--- config.mk ---
export PLATFORM = sky130hd
export DESIGN_NAME = ibx_exec
export DESIGN_NICKNAME = d
export VERILOG_FILES = /design/src/hdl/ibx_pkg.sv /design/src/hdl/ibx_exec.sv /design/src/hdl/ibx_target_calc.sv
export SDC_FILE = /design/constraint.sdc
export NUM_CORES = 1
export LEC_CHECK = 0
export BUFFER_PORTS_ARGS = -buffer_cell sky130_fd_sc_hd__buf_2
export CAP_MARGIN = 15
export CORE_UTILIZATION = 53
export CTS_CLUSTER_SIZE = 30
export DETAILED_ROUTE_END_ITERATION = 8
export HOLD_SLACK_MARGIN = 0.1
export MAX_ROUTING_LAYER = met4
export PLACE_DENSITY = 0.79
export SLEW_MARGIN = 10
export SYNTH_ARGS = -nofsm -noshare
export SYNTH_HDL_FRONTEND = slang
export SYNTH_SLANG_ARGS = --single-unit
--- constraint.sdc ---
create_clock -name ref_clk -period 2.7 [get_ports ref_clk]
set_input_delay 0.675 -clock ref_clk [delete_from_list [all_inputs] [get_ports ref_clk]]
set_output_delay 0.675 -clock ref_clk [all_outputs]
set_load 0.05 [all_outputs]
--- src/hdl/ibx_pkg.sv ---
// Package of opcodes, states and widths for the increment and branch executor
package ibx_pkg;
    localparam int DATA_W = 8;
    localparam int PC_W = 16;
    localparam logic [4:0] OP_INC_REG_HI = 5'h01;
    localparam logic [7:0] OP_INC_DIR = 8'h05;
    localparam logic [7:0] OP_BRANCH_BIT_ONE = 8'h20;
    localparam logic [7:0] OP_BRANCH_BIT_ONE_AND_CLEAR = 8'h10;
    localparam logic [7:0] OP_BRANCH_BIT_ZERO = 8'h30;
    localparam logic [7:0] OP_BRANCH_CARRY_ONE = 8'h40;
    localparam logic [7:0] OP_BRANCH_CARRY_ZERO = 8'h50;
    localparam logic [7:0] OP_INDIRECT_JUMP = 8'h73;
    localparam logic [15:0] PC_STEP1 = 16'h0001;
    localparam logic [15:0] PC_STEP2 = 16'h0002;
    localparam logic [15:0] PC_STEP3 = 16'h0003;
    localparam logic [15:0] PC_RESET = 16'h0000;
    localparam logic [7:0] ONE_BYTE = 8'h01;

    typedef enum logic [2:0] {
        S_FETCH = 3'b000,
        S_ADDR = 3'b001,
        S_OFFS = 3'b010,
        S_EXEC = 3'b011,
        S_DONE = 3'b100
    } ibx_state_t;
endpackage

--- src/hdl/ibx_exec.sv ---
// Decoder and executor for increment, bit and carry branches, indirect jump
// Behaviour
// - Opcode 00001rrr increments selected working register; one byte, one cycle.
// - Opcode 00000101 plus address increments direct data byte; two bytes.
// - Opcode 00100000 steps PC by 3, branches when addressed bit is one.
// - Opcode 00010000 like bit-one branch, also clears the bit when taken.
// - Opcode 00110000 steps PC by 3, branches when addressed bit is zero.
// - Opcode 01000000 steps PC by 2, branches when carry is one.
// - Opcode 01010000 steps PC by 2, branches when carry is zero.
// - Branch target is offset added to PC already past the instruction.
// - Opcode 01110011 loads PC with accumulator plus data pointer, operands kept.
// - Data pointer is handled as one 16-bit quantity.
`timescale 1ns/1ps
module ibx_exec (
    input wire logic ref_clk,
    input wire logic rst,
    input wire logic codeValid,
    input wire logic [ibx_pkg::DATA_W-1:0] codeByte,
    output logic codeTake,
    output logic [ibx_pkg::PC_W-1:0] progCounter,
    input wire logic [ibx_pkg::DATA_W-1:0] accum,
    input wire logic [ibx_pkg::PC_W-1:0] dataPointer16,
    input wire logic carryFlag,
    output logic [2:0] workingRegisterSel,
    input wire logic [ibx_pkg::DATA_W-1:0] regRdData,
    output logic regWrEn,
    output logic [ibx_pkg::DATA_W-1:0] regWrData,
    output logic [ibx_pkg::DATA_W-1:0] dataAddr,
    input wire logic [ibx_pkg::DATA_W-1:0] dataRdData,
    output logic dataWrEn,
    output logic [ibx_pkg::DATA_W-1:0] dataWrData,
    output logic [ibx_pkg::DATA_W-1:0] bitAddr,
    input wire logic bitRdData,
    output logic bitClrEn,
    output logic unknownOp
);
    import ibx_pkg::*;

    ibx_state_t state_ff;
    logic [DATA_W-1:0] opcode_ff;
    logic [DATA_W-1:0] addr_ff;
    logic [DATA_W-1:0] offs_ff;
    logic [PC_W-1:0] pc_ff;
    logic [PC_W-1:0] relTarget;
    logic [PC_W-1:0] indTarget;
    logic isIncReg;
    logic isBitOp;
    logic isCarryOp;
    logic isKnown;
    logic takeBranch;

    // ----------------------------------------
    // Decode
    // ----------------------------------------
    assign isIncReg = (codeByte[7:3] == OP_INC_REG_HI);
    assign isBitOp = (opcode_ff == OP_BRANCH_BIT_ONE) || (opcode_ff == OP_BRANCH_BIT_ZERO)
        || (opcode_ff == OP_BRANCH_BIT_ONE_AND_CLEAR);
    assign isCarryOp = (opcode_ff == OP_BRANCH_CARRY_ONE)
        || (opcode_ff == OP_BRANCH_CARRY_ZERO);
    assign isKnown = isIncReg || (codeByte == OP_INC_DIR) || (codeByte == OP_INDIRECT_JUMP)
        || (codeByte == OP_BRANCH_BIT_ONE) || (codeByte == OP_BRANCH_BIT_ZERO)
        || (codeByte == OP_BRANCH_BIT_ONE_AND_CLEAR) || (codeByte == OP_BRANCH_CARRY_ONE)
        || (codeByte == OP_BRANCH_CARRY_ZERO);

    always_comb begin
        takeBranch = 1'b0;
        case (opcode_ff)
            OP_BRANCH_BIT_ONE: takeBranch = bitRdData;
            OP_BRANCH_BIT_ONE_AND_CLEAR: takeBranch = bitRdData;
            OP_BRANCH_BIT_ZERO: takeBranch = !bitRdData;
            OP_BRANCH_CARRY_ONE: takeBranch = carryFlag;
            OP_BRANCH_CARRY_ZERO: takeBranch = !carryFlag;
            default: takeBranch = 1'b0;
        endcase
    end

    ibx_target_calc u_target (
        .nextPc(pc_ff),
        .relOffset(offs_ff),
        .accum(accum),
        .dataPointer16(dataPointer16),
        .relTarget(relTarget),
        .indTarget(indTarget)
    );

    // ----------------------------------------
    // Fetch handshake and memory strobes
    // ----------------------------------------
    assign codeTake = codeValid && ((state_ff == S_FETCH) || (state_ff == S_ADDR)
        || (state_ff == S_OFFS));
    assign progCounter = pc_ff;
    assign workingRegisterSel = codeByte[2:0];
    assign regWrEn = (state_ff == S_FETCH) && codeValid && isIncReg;
    assign regWrData = regRdData + ONE_BYTE;
    assign dataAddr = codeByte;
    assign dataWrEn = (state_ff == S_ADDR) && codeValid && (opcode_ff == OP_INC_DIR);
    assign dataWrData = dataRdData + ONE_BYTE;
    assign bitAddr = addr_ff;
    assign bitClrEn = (state_ff == S_EXEC) && (opcode_ff == OP_BRANCH_BIT_ONE_AND_CLEAR)
        && bitRdData;

    // ----------------------------------------
    // Sequencer
    // ----------------------------------------
    always_ff @(posedge ref_clk or posedge rst) begin
        if (rst) begin
            state_ff <= S_FETCH;
            opcode_ff <= 8'h00;
            addr_ff <= 8'h00;
            offs_ff <= 8'h00;
            unknownOp <= 1'b0;
        end else begin
            unknownOp <= 1'b0;
            case (state_ff)
                S_FETCH: begin
                    if (codeValid) begin
                        opcode_ff <= codeByte;
                        unknownOp <= !isKnown;
                        if (codeByte == OP_INC_DIR || codeByte == OP_BRANCH_BIT_ONE
                            || codeByte == OP_BRANCH_BIT_ZERO
                            || codeByte == OP_BRANCH_BIT_ONE_AND_CLEAR) begin
                            state_ff <= S_ADDR;
                        end else if (codeByte == OP_BRANCH_CARRY_ONE
                            || codeByte == OP_BRANCH_CARRY_ZERO) begin
                            state_ff <= S_OFFS;
                        end else if (codeByte == OP_INDIRECT_JUMP) begin
                            state_ff <= S_EXEC;
                        end
                    end
                end
                S_ADDR: begin
                    if (codeValid) begin
                        addr_ff <= codeByte;
                        state_ff <= isBitOp ? S_OFFS : S_FETCH;
                    end
                end
                S_OFFS: begin
                    if (codeValid) begin
                        offs_ff <= codeByte;
                        state_ff <= S_EXEC;
                    end
                end
                S_EXEC: state_ff <= S_FETCH;
                default: state_ff <= S_FETCH;
            endcase
        end
    end

    // ----------------------------------------
    // Program counter
    // ----------------------------------------
    always_ff @(posedge ref_clk or posedge rst) begin
        if (rst) begin
            pc_ff <= PC_RESET;
        end else if (codeTake) begin
            pc_ff <= pc_ff + PC_STEP1;
        end else if (state_ff == S_EXEC) begin
            if (opcode_ff == OP_INDIRECT_JUMP) begin
                pc_ff <= indTarget;
            end else if (takeBranch) begin
                pc_ff <= relTarget;
            end
        end
    end

    // ----------------------------------------
    // Checks
    // ----------------------------------------
    inc_reg_a: assert property (@(posedge ref_clk) disable iff (rst)
        (state_ff == S_FETCH && codeValid && codeByte[7:3] == OP_INC_REG_HI)
        |-> regWrEn && regWrData == regRdData + ONE_BYTE ##1 state_ff == S_FETCH)
        else $error("register increment wrong");
    inc_dir_a: assert property (@(posedge ref_clk) disable iff (rst)
        (state_ff == S_FETCH && codeValid && codeByte == OP_INC_DIR)
        ##1 (codeValid && state_ff == S_ADDR) |-> dataWrEn ##1 state_ff == S_FETCH)
        else $error("direct increment wrong");
    bit_one_a: assert property (@(posedge ref_clk) disable iff (rst)
        (state_ff == S_EXEC && opcode_ff == OP_BRANCH_BIT_ONE)
        |=> pc_ff == ($past(bitRdData) ? $past(relTarget) : $past(pc_ff)))
        else $error("bit one branch wrong");
    bit_clear_a: assert property (@(posedge ref_clk) disable iff (rst)
        (state_ff == S_EXEC && opcode_ff == OP_BRANCH_BIT_ONE_AND_CLEAR)
        |-> bitClrEn == bitRdData)
        else $error("bit clear wrong");
    bit_zero_a: assert property (@(posedge ref_clk) disable iff (rst)
        (state_ff == S_EXEC && opcode_ff == OP_BRANCH_BIT_ZERO && bitRdData)
        |=> pc_ff == $past(pc_ff))
        else $error("bit zero branch wrong");
    carry_one_a: assert property (@(posedge ref_clk) disable iff (rst)
        (state_ff == S_EXEC && opcode_ff == OP_BRANCH_CARRY_ONE && carryFlag)
        |=> pc_ff == $past(relTarget))
        else $error("carry one branch wrong");
    carry_zero_a: assert property (@(posedge ref_clk) disable iff (rst)
        (state_ff == S_EXEC && opcode_ff == OP_BRANCH_CARRY_ZERO && carryFlag)
        |=> pc_ff == $past(pc_ff))
        else $error("carry zero branch wrong");
    rel_target_a: assert property (@(posedge ref_clk) disable iff (rst)
        relTarget == pc_ff + {{(PC_W-DATA_W){offs_ff[DATA_W-1]}}, offs_ff})
        else $error("relative target wrong");
    ind_jump_a: assert property (@(posedge ref_clk) disable iff (rst)
        (state_ff == S_FETCH && codeValid && codeByte == OP_INDIRECT_JUMP)
        |=> state_ff == S_EXEC
        ##1 pc_ff == $past(dataPointer16) + {{(PC_W-DATA_W){1'b0}}, $past(accum)})
        else $error("indirect jump wrong");
    bit_zero_take_a: assert property (@(posedge ref_clk) disable iff (rst)
        (state_ff == S_EXEC && opcode_ff == OP_BRANCH_BIT_ZERO && !bitRdData)
        |=> pc_ff == $past(relTarget))
        else $error("bit zero taken branch wrong");
    carry_one_skip_a: assert property (@(posedge ref_clk) disable iff (rst)
        (state_ff == S_EXEC && opcode_ff == OP_BRANCH_CARRY_ONE && !carryFlag)
        |=> pc_ff == $past(pc_ff))
        else $error("carry one skip wrong");
    carry_zero_take_a: assert property (@(posedge ref_clk) disable iff (rst)
        (state_ff == S_EXEC && opcode_ff == OP_BRANCH_CARRY_ZERO && !carryFlag)
        |=> pc_ff == $past(relTarget))
        else $error("carry zero taken branch wrong");
    exec_hold_a: assert property (@(posedge ref_clk) disable iff (rst)
        (state_ff == S_EXEC)
        |-> !codeTake && !regWrEn && !dataWrEn)
        else $error("fetch during execute");
    bit_addr_a: assert property (@(posedge ref_clk) disable iff (rst)
        (state_ff == S_ADDR && codeValid && isBitOp)
        |=> bitAddr == $past(codeByte) && state_ff == S_OFFS)
        else $error("bit address order wrong");
endmodule

--- src/hdl/ibx_target_calc.sv ---
// Branch target adder for relative and indirect jumps
`timescale 1ns/1ps
module ibx_target_calc (
    input wire logic [ibx_pkg::PC_W-1:0] nextPc,
    input wire logic [ibx_pkg::DATA_W-1:0] relOffset,
    input wire logic [ibx_pkg::DATA_W-1:0] accum,
    input wire logic [ibx_pkg::PC_W-1:0] dataPointer16,
    output logic [ibx_pkg::PC_W-1:0] relTarget,
    output logic [ibx_pkg::PC_W-1:0] indTarget
);
    import ibx_pkg::*;
    // Offset sign extended before the add
    assign relTarget = nextPc + {{(PC_W-DATA_W){relOffset[DATA_W-1]}}, relOffset};
    // Accumulator zero extended onto the full pointer
    assign indTarget = dataPointer16 + {{(PC_W-DATA_W){1'b0}}, accum};
endmodule

# Word level (Yosys, flattened, before mapping)
# Index checks and enable logic that the tools add are counted.
# totals
word_cells	82
output_inout_bits	56
regBits	44
# op_classes
eq_ne	22
addsub	5
reduce_logical	34
n_mux	15
# op_table
operator	n
$mux W16	4
$eq A8 B7 Y1 const B	6
$eq A8 B6 Y1 const B	4
$mux W3	6
$add A16 B1 Y16 const B	1
$add A16 B16 Y16	1
$add A16 B8 Y16	1
$add A8 B1 Y8 const B	2
$eq A8 B3 Y1 const B	2
$eq A8 B5 Y1 const B	2
$logic_or A1 B1 Y1	15
$pmux W3 S3	1
$reduce_and A2 Y1	4
$logic_and A1 B1 Y1	7
$eq A3 B2 Y1 const B	2
$ne A2 B2 Y1 const B	3
$eq A5 B1 Y1 const B	1
$ne A4 B2 Y1 const B	1
$pmux W1 S4	1
$reduce_and A4 Y1	1
$eq A3 B1 Y1 const B	1
$logic_not A1 Y1	3
$logic_not A3 Y1	1
$reduce_bool A3 Y1	1
other kinds (4)	5

# Longest topological paths before layout
# logic_depth
depth_word	11
mapped_depth	9
ltp_nobuf	9

# Cells and area by module
# Synthesis repeated with hierarchy kept, for this count alone.
# unflattened
cells_unflattened	415
area_unflattened_um2	3822.4
# modules_own_cells
mod	area_per_inst_um2	n_inst	seq_area_each_um2	cells_each
ibx_exec	2651.3	1	1076.0	258
ibx_target_calc	1171.1	1	0.0	157

# Least setup slack after synthesis
# Ideal clock, no wire load.
# synth_path
path_type	in2out
start	input port codeValid
end	output port dataWrEn
path_slack_ps	-375
required_ps	2025
stages	3
arrival_ps	2400
n_path_buf	1
path_cell_list	clkbuf_1 > nand3_1 > nor3_1
# synth_between
elab_chain_len	2
# synth_lines
item	line_no	rtl
start, declared	ibx_exec.sv:17	input wire logic codeValid,
$logic_and A1 B1 Y1 (2 in a row)	ibx_exec.sv:96	assign dataWrEn = (state_ff == S_ADDR) && codeValid && (opcode_ff == OP_INC_DIR);
end, declared	ibx_exec.sv:30	output logic dataWrEn,
# No other way between the ends.

# Final worst setup path
# layout_path
start	register opcode_ff[3]
end	output port bitClrEn
# layout_between
elab_chain_len	3
# layout_lines
item	line_no	rtl
start, declared	ibx_exec.sv:40	logic [DATA_W-1:0] opcode_ff;
start signal, assigned	ibx_exec.sv:117	opcode_ff <= codeByte;
$eq A8 B5 Y1	ibx_exec.sv:99	assign bitClrEn = (state_ff == S_EXEC) && (opcode_ff == OP_BRANCH_BIT_ONE_AND_CLEAR)
$logic_and A1 B1 Y1	ibx_exec.sv:99	
$logic_and A1 B1 Y1	ibx_exec.sv:100	&& bitRdData;
end, declared	ibx_exec.sv:34	output logic bitClrEn,
# No other way between the ends.

==> results.json <==
{
  "ant_nets": 0,
  "die_h_um": 86.5,
  "p_leak_nw": 2.17,
  "hold_class": "input pin to asynchronous set/reset pin",
  "avgSynthCellArea_um2": 8.80,
  "vias": 3837,
  "synth_commonest_cells": "dfrtp_1 (43), nand2_1 (35), a21oi_1 (30)",
  "seq_area_frac_synth_pct": 28.4,
  "p_per_area_nw_per_um2": 1110,
  "drv_cap": 0,
  "synth-edff-count": 0,
  "ys.flop_type": "dfrtp_1",
  "status": "complete, no violations",
  "io-pin-count": 109,
  "syn_nets": 511,
  "routedWlPerCell_um": 16.1,
  "yosysTopAreaCell": "dfrtp_1",
  "clockRootBuffer": "clkbuf_8",
  "start_util_pct": 55.4,
  "drc": 0,
  "drv_slew": 0,
  "die_area_um2": 7480,
  "postCtsHoldBufs": 0,
  "crit_required_ns": 2.03,
  "synthArstFlopShare_pct": 100,
  "ys_ff_latch": 43,
  "synth.top_cells.by_area": "dfrtp_1 (28%), ha_1 (8.6%), mux2_2 (7.1%)",
  "syn_inst": 430,
  "dieWidth_um": 86.5,
  "ys_types": 63,
  "num_rows": 30,
  "wl_um": 10300,
  "ys_warn_count": 0,
  "worstSkewPairLatency_ns": 0.30,
  "clk_pin_slew_ns": 0.09,
  "hold_violations": 0,
  "drive_above_1_share_pct": 32.0,
  "final_nets": 620,
  "cpMaxStageDelayCell": "or4_4",
  "area_growth_pct": 20.5,
  "grt_pass1_vias": 3575,
  "hpwl_um": 7880,
  "clock_path_buffers": 2,
  "finalCriticalPeriod_ns": 2.64,
  "setup_violations": 0,
  "min_period_over_period_pct": 97.8,
  "worst_pin_slew_ns": 0.645,
  "crit_chain": "or3_4 -> or4_4 -> nor3_4 -> buf_6",
  "yosysMostFrequentCell": "dfrtp_1",
  "p_total_mw": 5.06,
  "r2r_slack_ns": 0.12,
  "h-tree-depth": 2,
  "slew_headroom_pct": 56.9,
  "crit_fanout": 4,
  "synth_area_um2": 3780,
  "fin_worst_skew_ns": 0.00435,
  "cp_data_arrival_time_ns": 1.97,
  "dr.pass1.iters": 5,
  "grt_overflow": 0,
  "antenna_found_initial": 0,
  "vdd_drop_max_mv": 0.893,
  "yosys.area.top_type_share_pct": 28.4,
  "vias_per_cell": 6.03,
  "tns_ns": 0,
  "dr.first_iter.drc_count": 238,
  "core-area_um2": 6830,
  "io_buffer_count": 108,
  "cts_tree": "yes",
  "fmax_mhz": 379,
  "track_usage_pct": 28.7,
  "critPathLaunchType": "flip-flop",
  "grt_pass1_wl_um": 16400,
  "crit_type": "flip-flop to primary output",
  "n_antenna_cell": 0,
  "clock_sinks": 43,
  "grt_max_degree": 44,
  "critPathMaxStageDelay_ns": 0.49,
  "place.gp.congestion": 0.852,
  "timing.rr.end": "progCounter[15]",
  "r2r_start": "progCounter[8]",
  "end_kind": "primary output",
  "r2r_cells": 7,
  "numCtsBuffers": 5
}
[worst max-delay path: cells and delay by family (launching register included)]
family	cells	cell delay, ns
simple gates	3	1.08
flops	1	0.41
buf+inv	1	0.18
[sequential cells by signal, summed over array words and instances (netlist names)]
register,count
bitAddr,8
offs_ff,8
opcode_ff,8
progCounter,16
state_ff,2
unknownOp,1
[worst max path at each step]
stage	startpoint	end	slack [ns]	depth (start not counted)
2_1_floorplan	progCounter[6]	progCounter[15]	0.0001	8
3_3_place_gp	accum[0]	progCounter[10]	-0.13	9
3_5_place_dp	accum[0]	progCounter[10]	-0.22	9
4_1_cts	opcode_ff[3]	bitClrEn	0.04	4
5_1_grt	accum[0]	progCounter[10]	-0.03	9
6_report	opcode_ff[3]	bitClrEn	0.06	4
[stage by stage]
stage	area, um2	hold WS (ns)	std cells	util (%)	worst slack, ns
finish	4560	0.505	636	66.8	0.0595
global route	4560	0.528	636	66.8	-0.0299
CTS	4540	0.510	636	66.5	0.0423
detailed placement	4450	0.490	628	65.2	-0.225
global placement	4450	0.482	628	65.2	-0.130
floorplan	3800	0.484	430	-	0.000111
[timing repair]
action / 4_1_cts / 5_1_grt
gates resized for setup: 1 / 6
endpoints found under the setup margin: 1 / 4
setup buffers: 0 / 0
[power breakdown]
part	total (mW)	internal, mW	leakage, nW	switching [mW]
Sequential	1.20	0.920	0.509	0.284
Combinational	3.43	1.34	1.62	2.09
Clock	0.422	0.180	0.0402	0.242
[cell families after synthesis]
kind of cell             count (synthesis)  share of synthesized area, %
AO/OA/AOI/OAI                          117                          20.4
AND/OR/NAND/NOR                        144                          20.0
buffers and inverters                   32                          4.53
multiplexers                            27                          7.93
XOR/XNOR                                39                          9.02
flip-flops                              43                          28.4
adder cells (fa/ha/maj)                 28                          9.65
[final cells by class]
cell class                      instances  area, um2
Tap cell                               96        120
Clock inverter                          3       20.0
Multi-Input combinational cell        355       2570
Sequential cell                        43       1080
Inverter                                9       33.8
Timing Repair Buffer                  125        674
Fill cell                             603       2270
Clock buffer                            5       68.8
[metal layers]
| layer | wire length [um] | up-vias | GRT usage (%) |
|---|---|---|---|
| li1 | - | 1824 | - |
| met1 | 4300 | 1836 | 35.4 |
| met2 | 5220 | 157 | 48.8 |
| met3 | 577 | 20 | 4.19 |
| met4 | 151 | 0 | 8.79 |
| met5 | 0 | - | - |
[cell usage in the layout (no fill, tap or decap), drive strengths merged, types with 6 or more instances in the layout]
cell   instances
nand2         35
a31oi          6
inv            8
nand4          9
a21oi         31
and3          16
mux2          24
nor2          21
ha            26
xnor2         25
nand3         24
buf          125
a21o          11
nor3          11
dfrtp         43
o21ai         32
xor2          14
(Power assumes the default switching activity.)
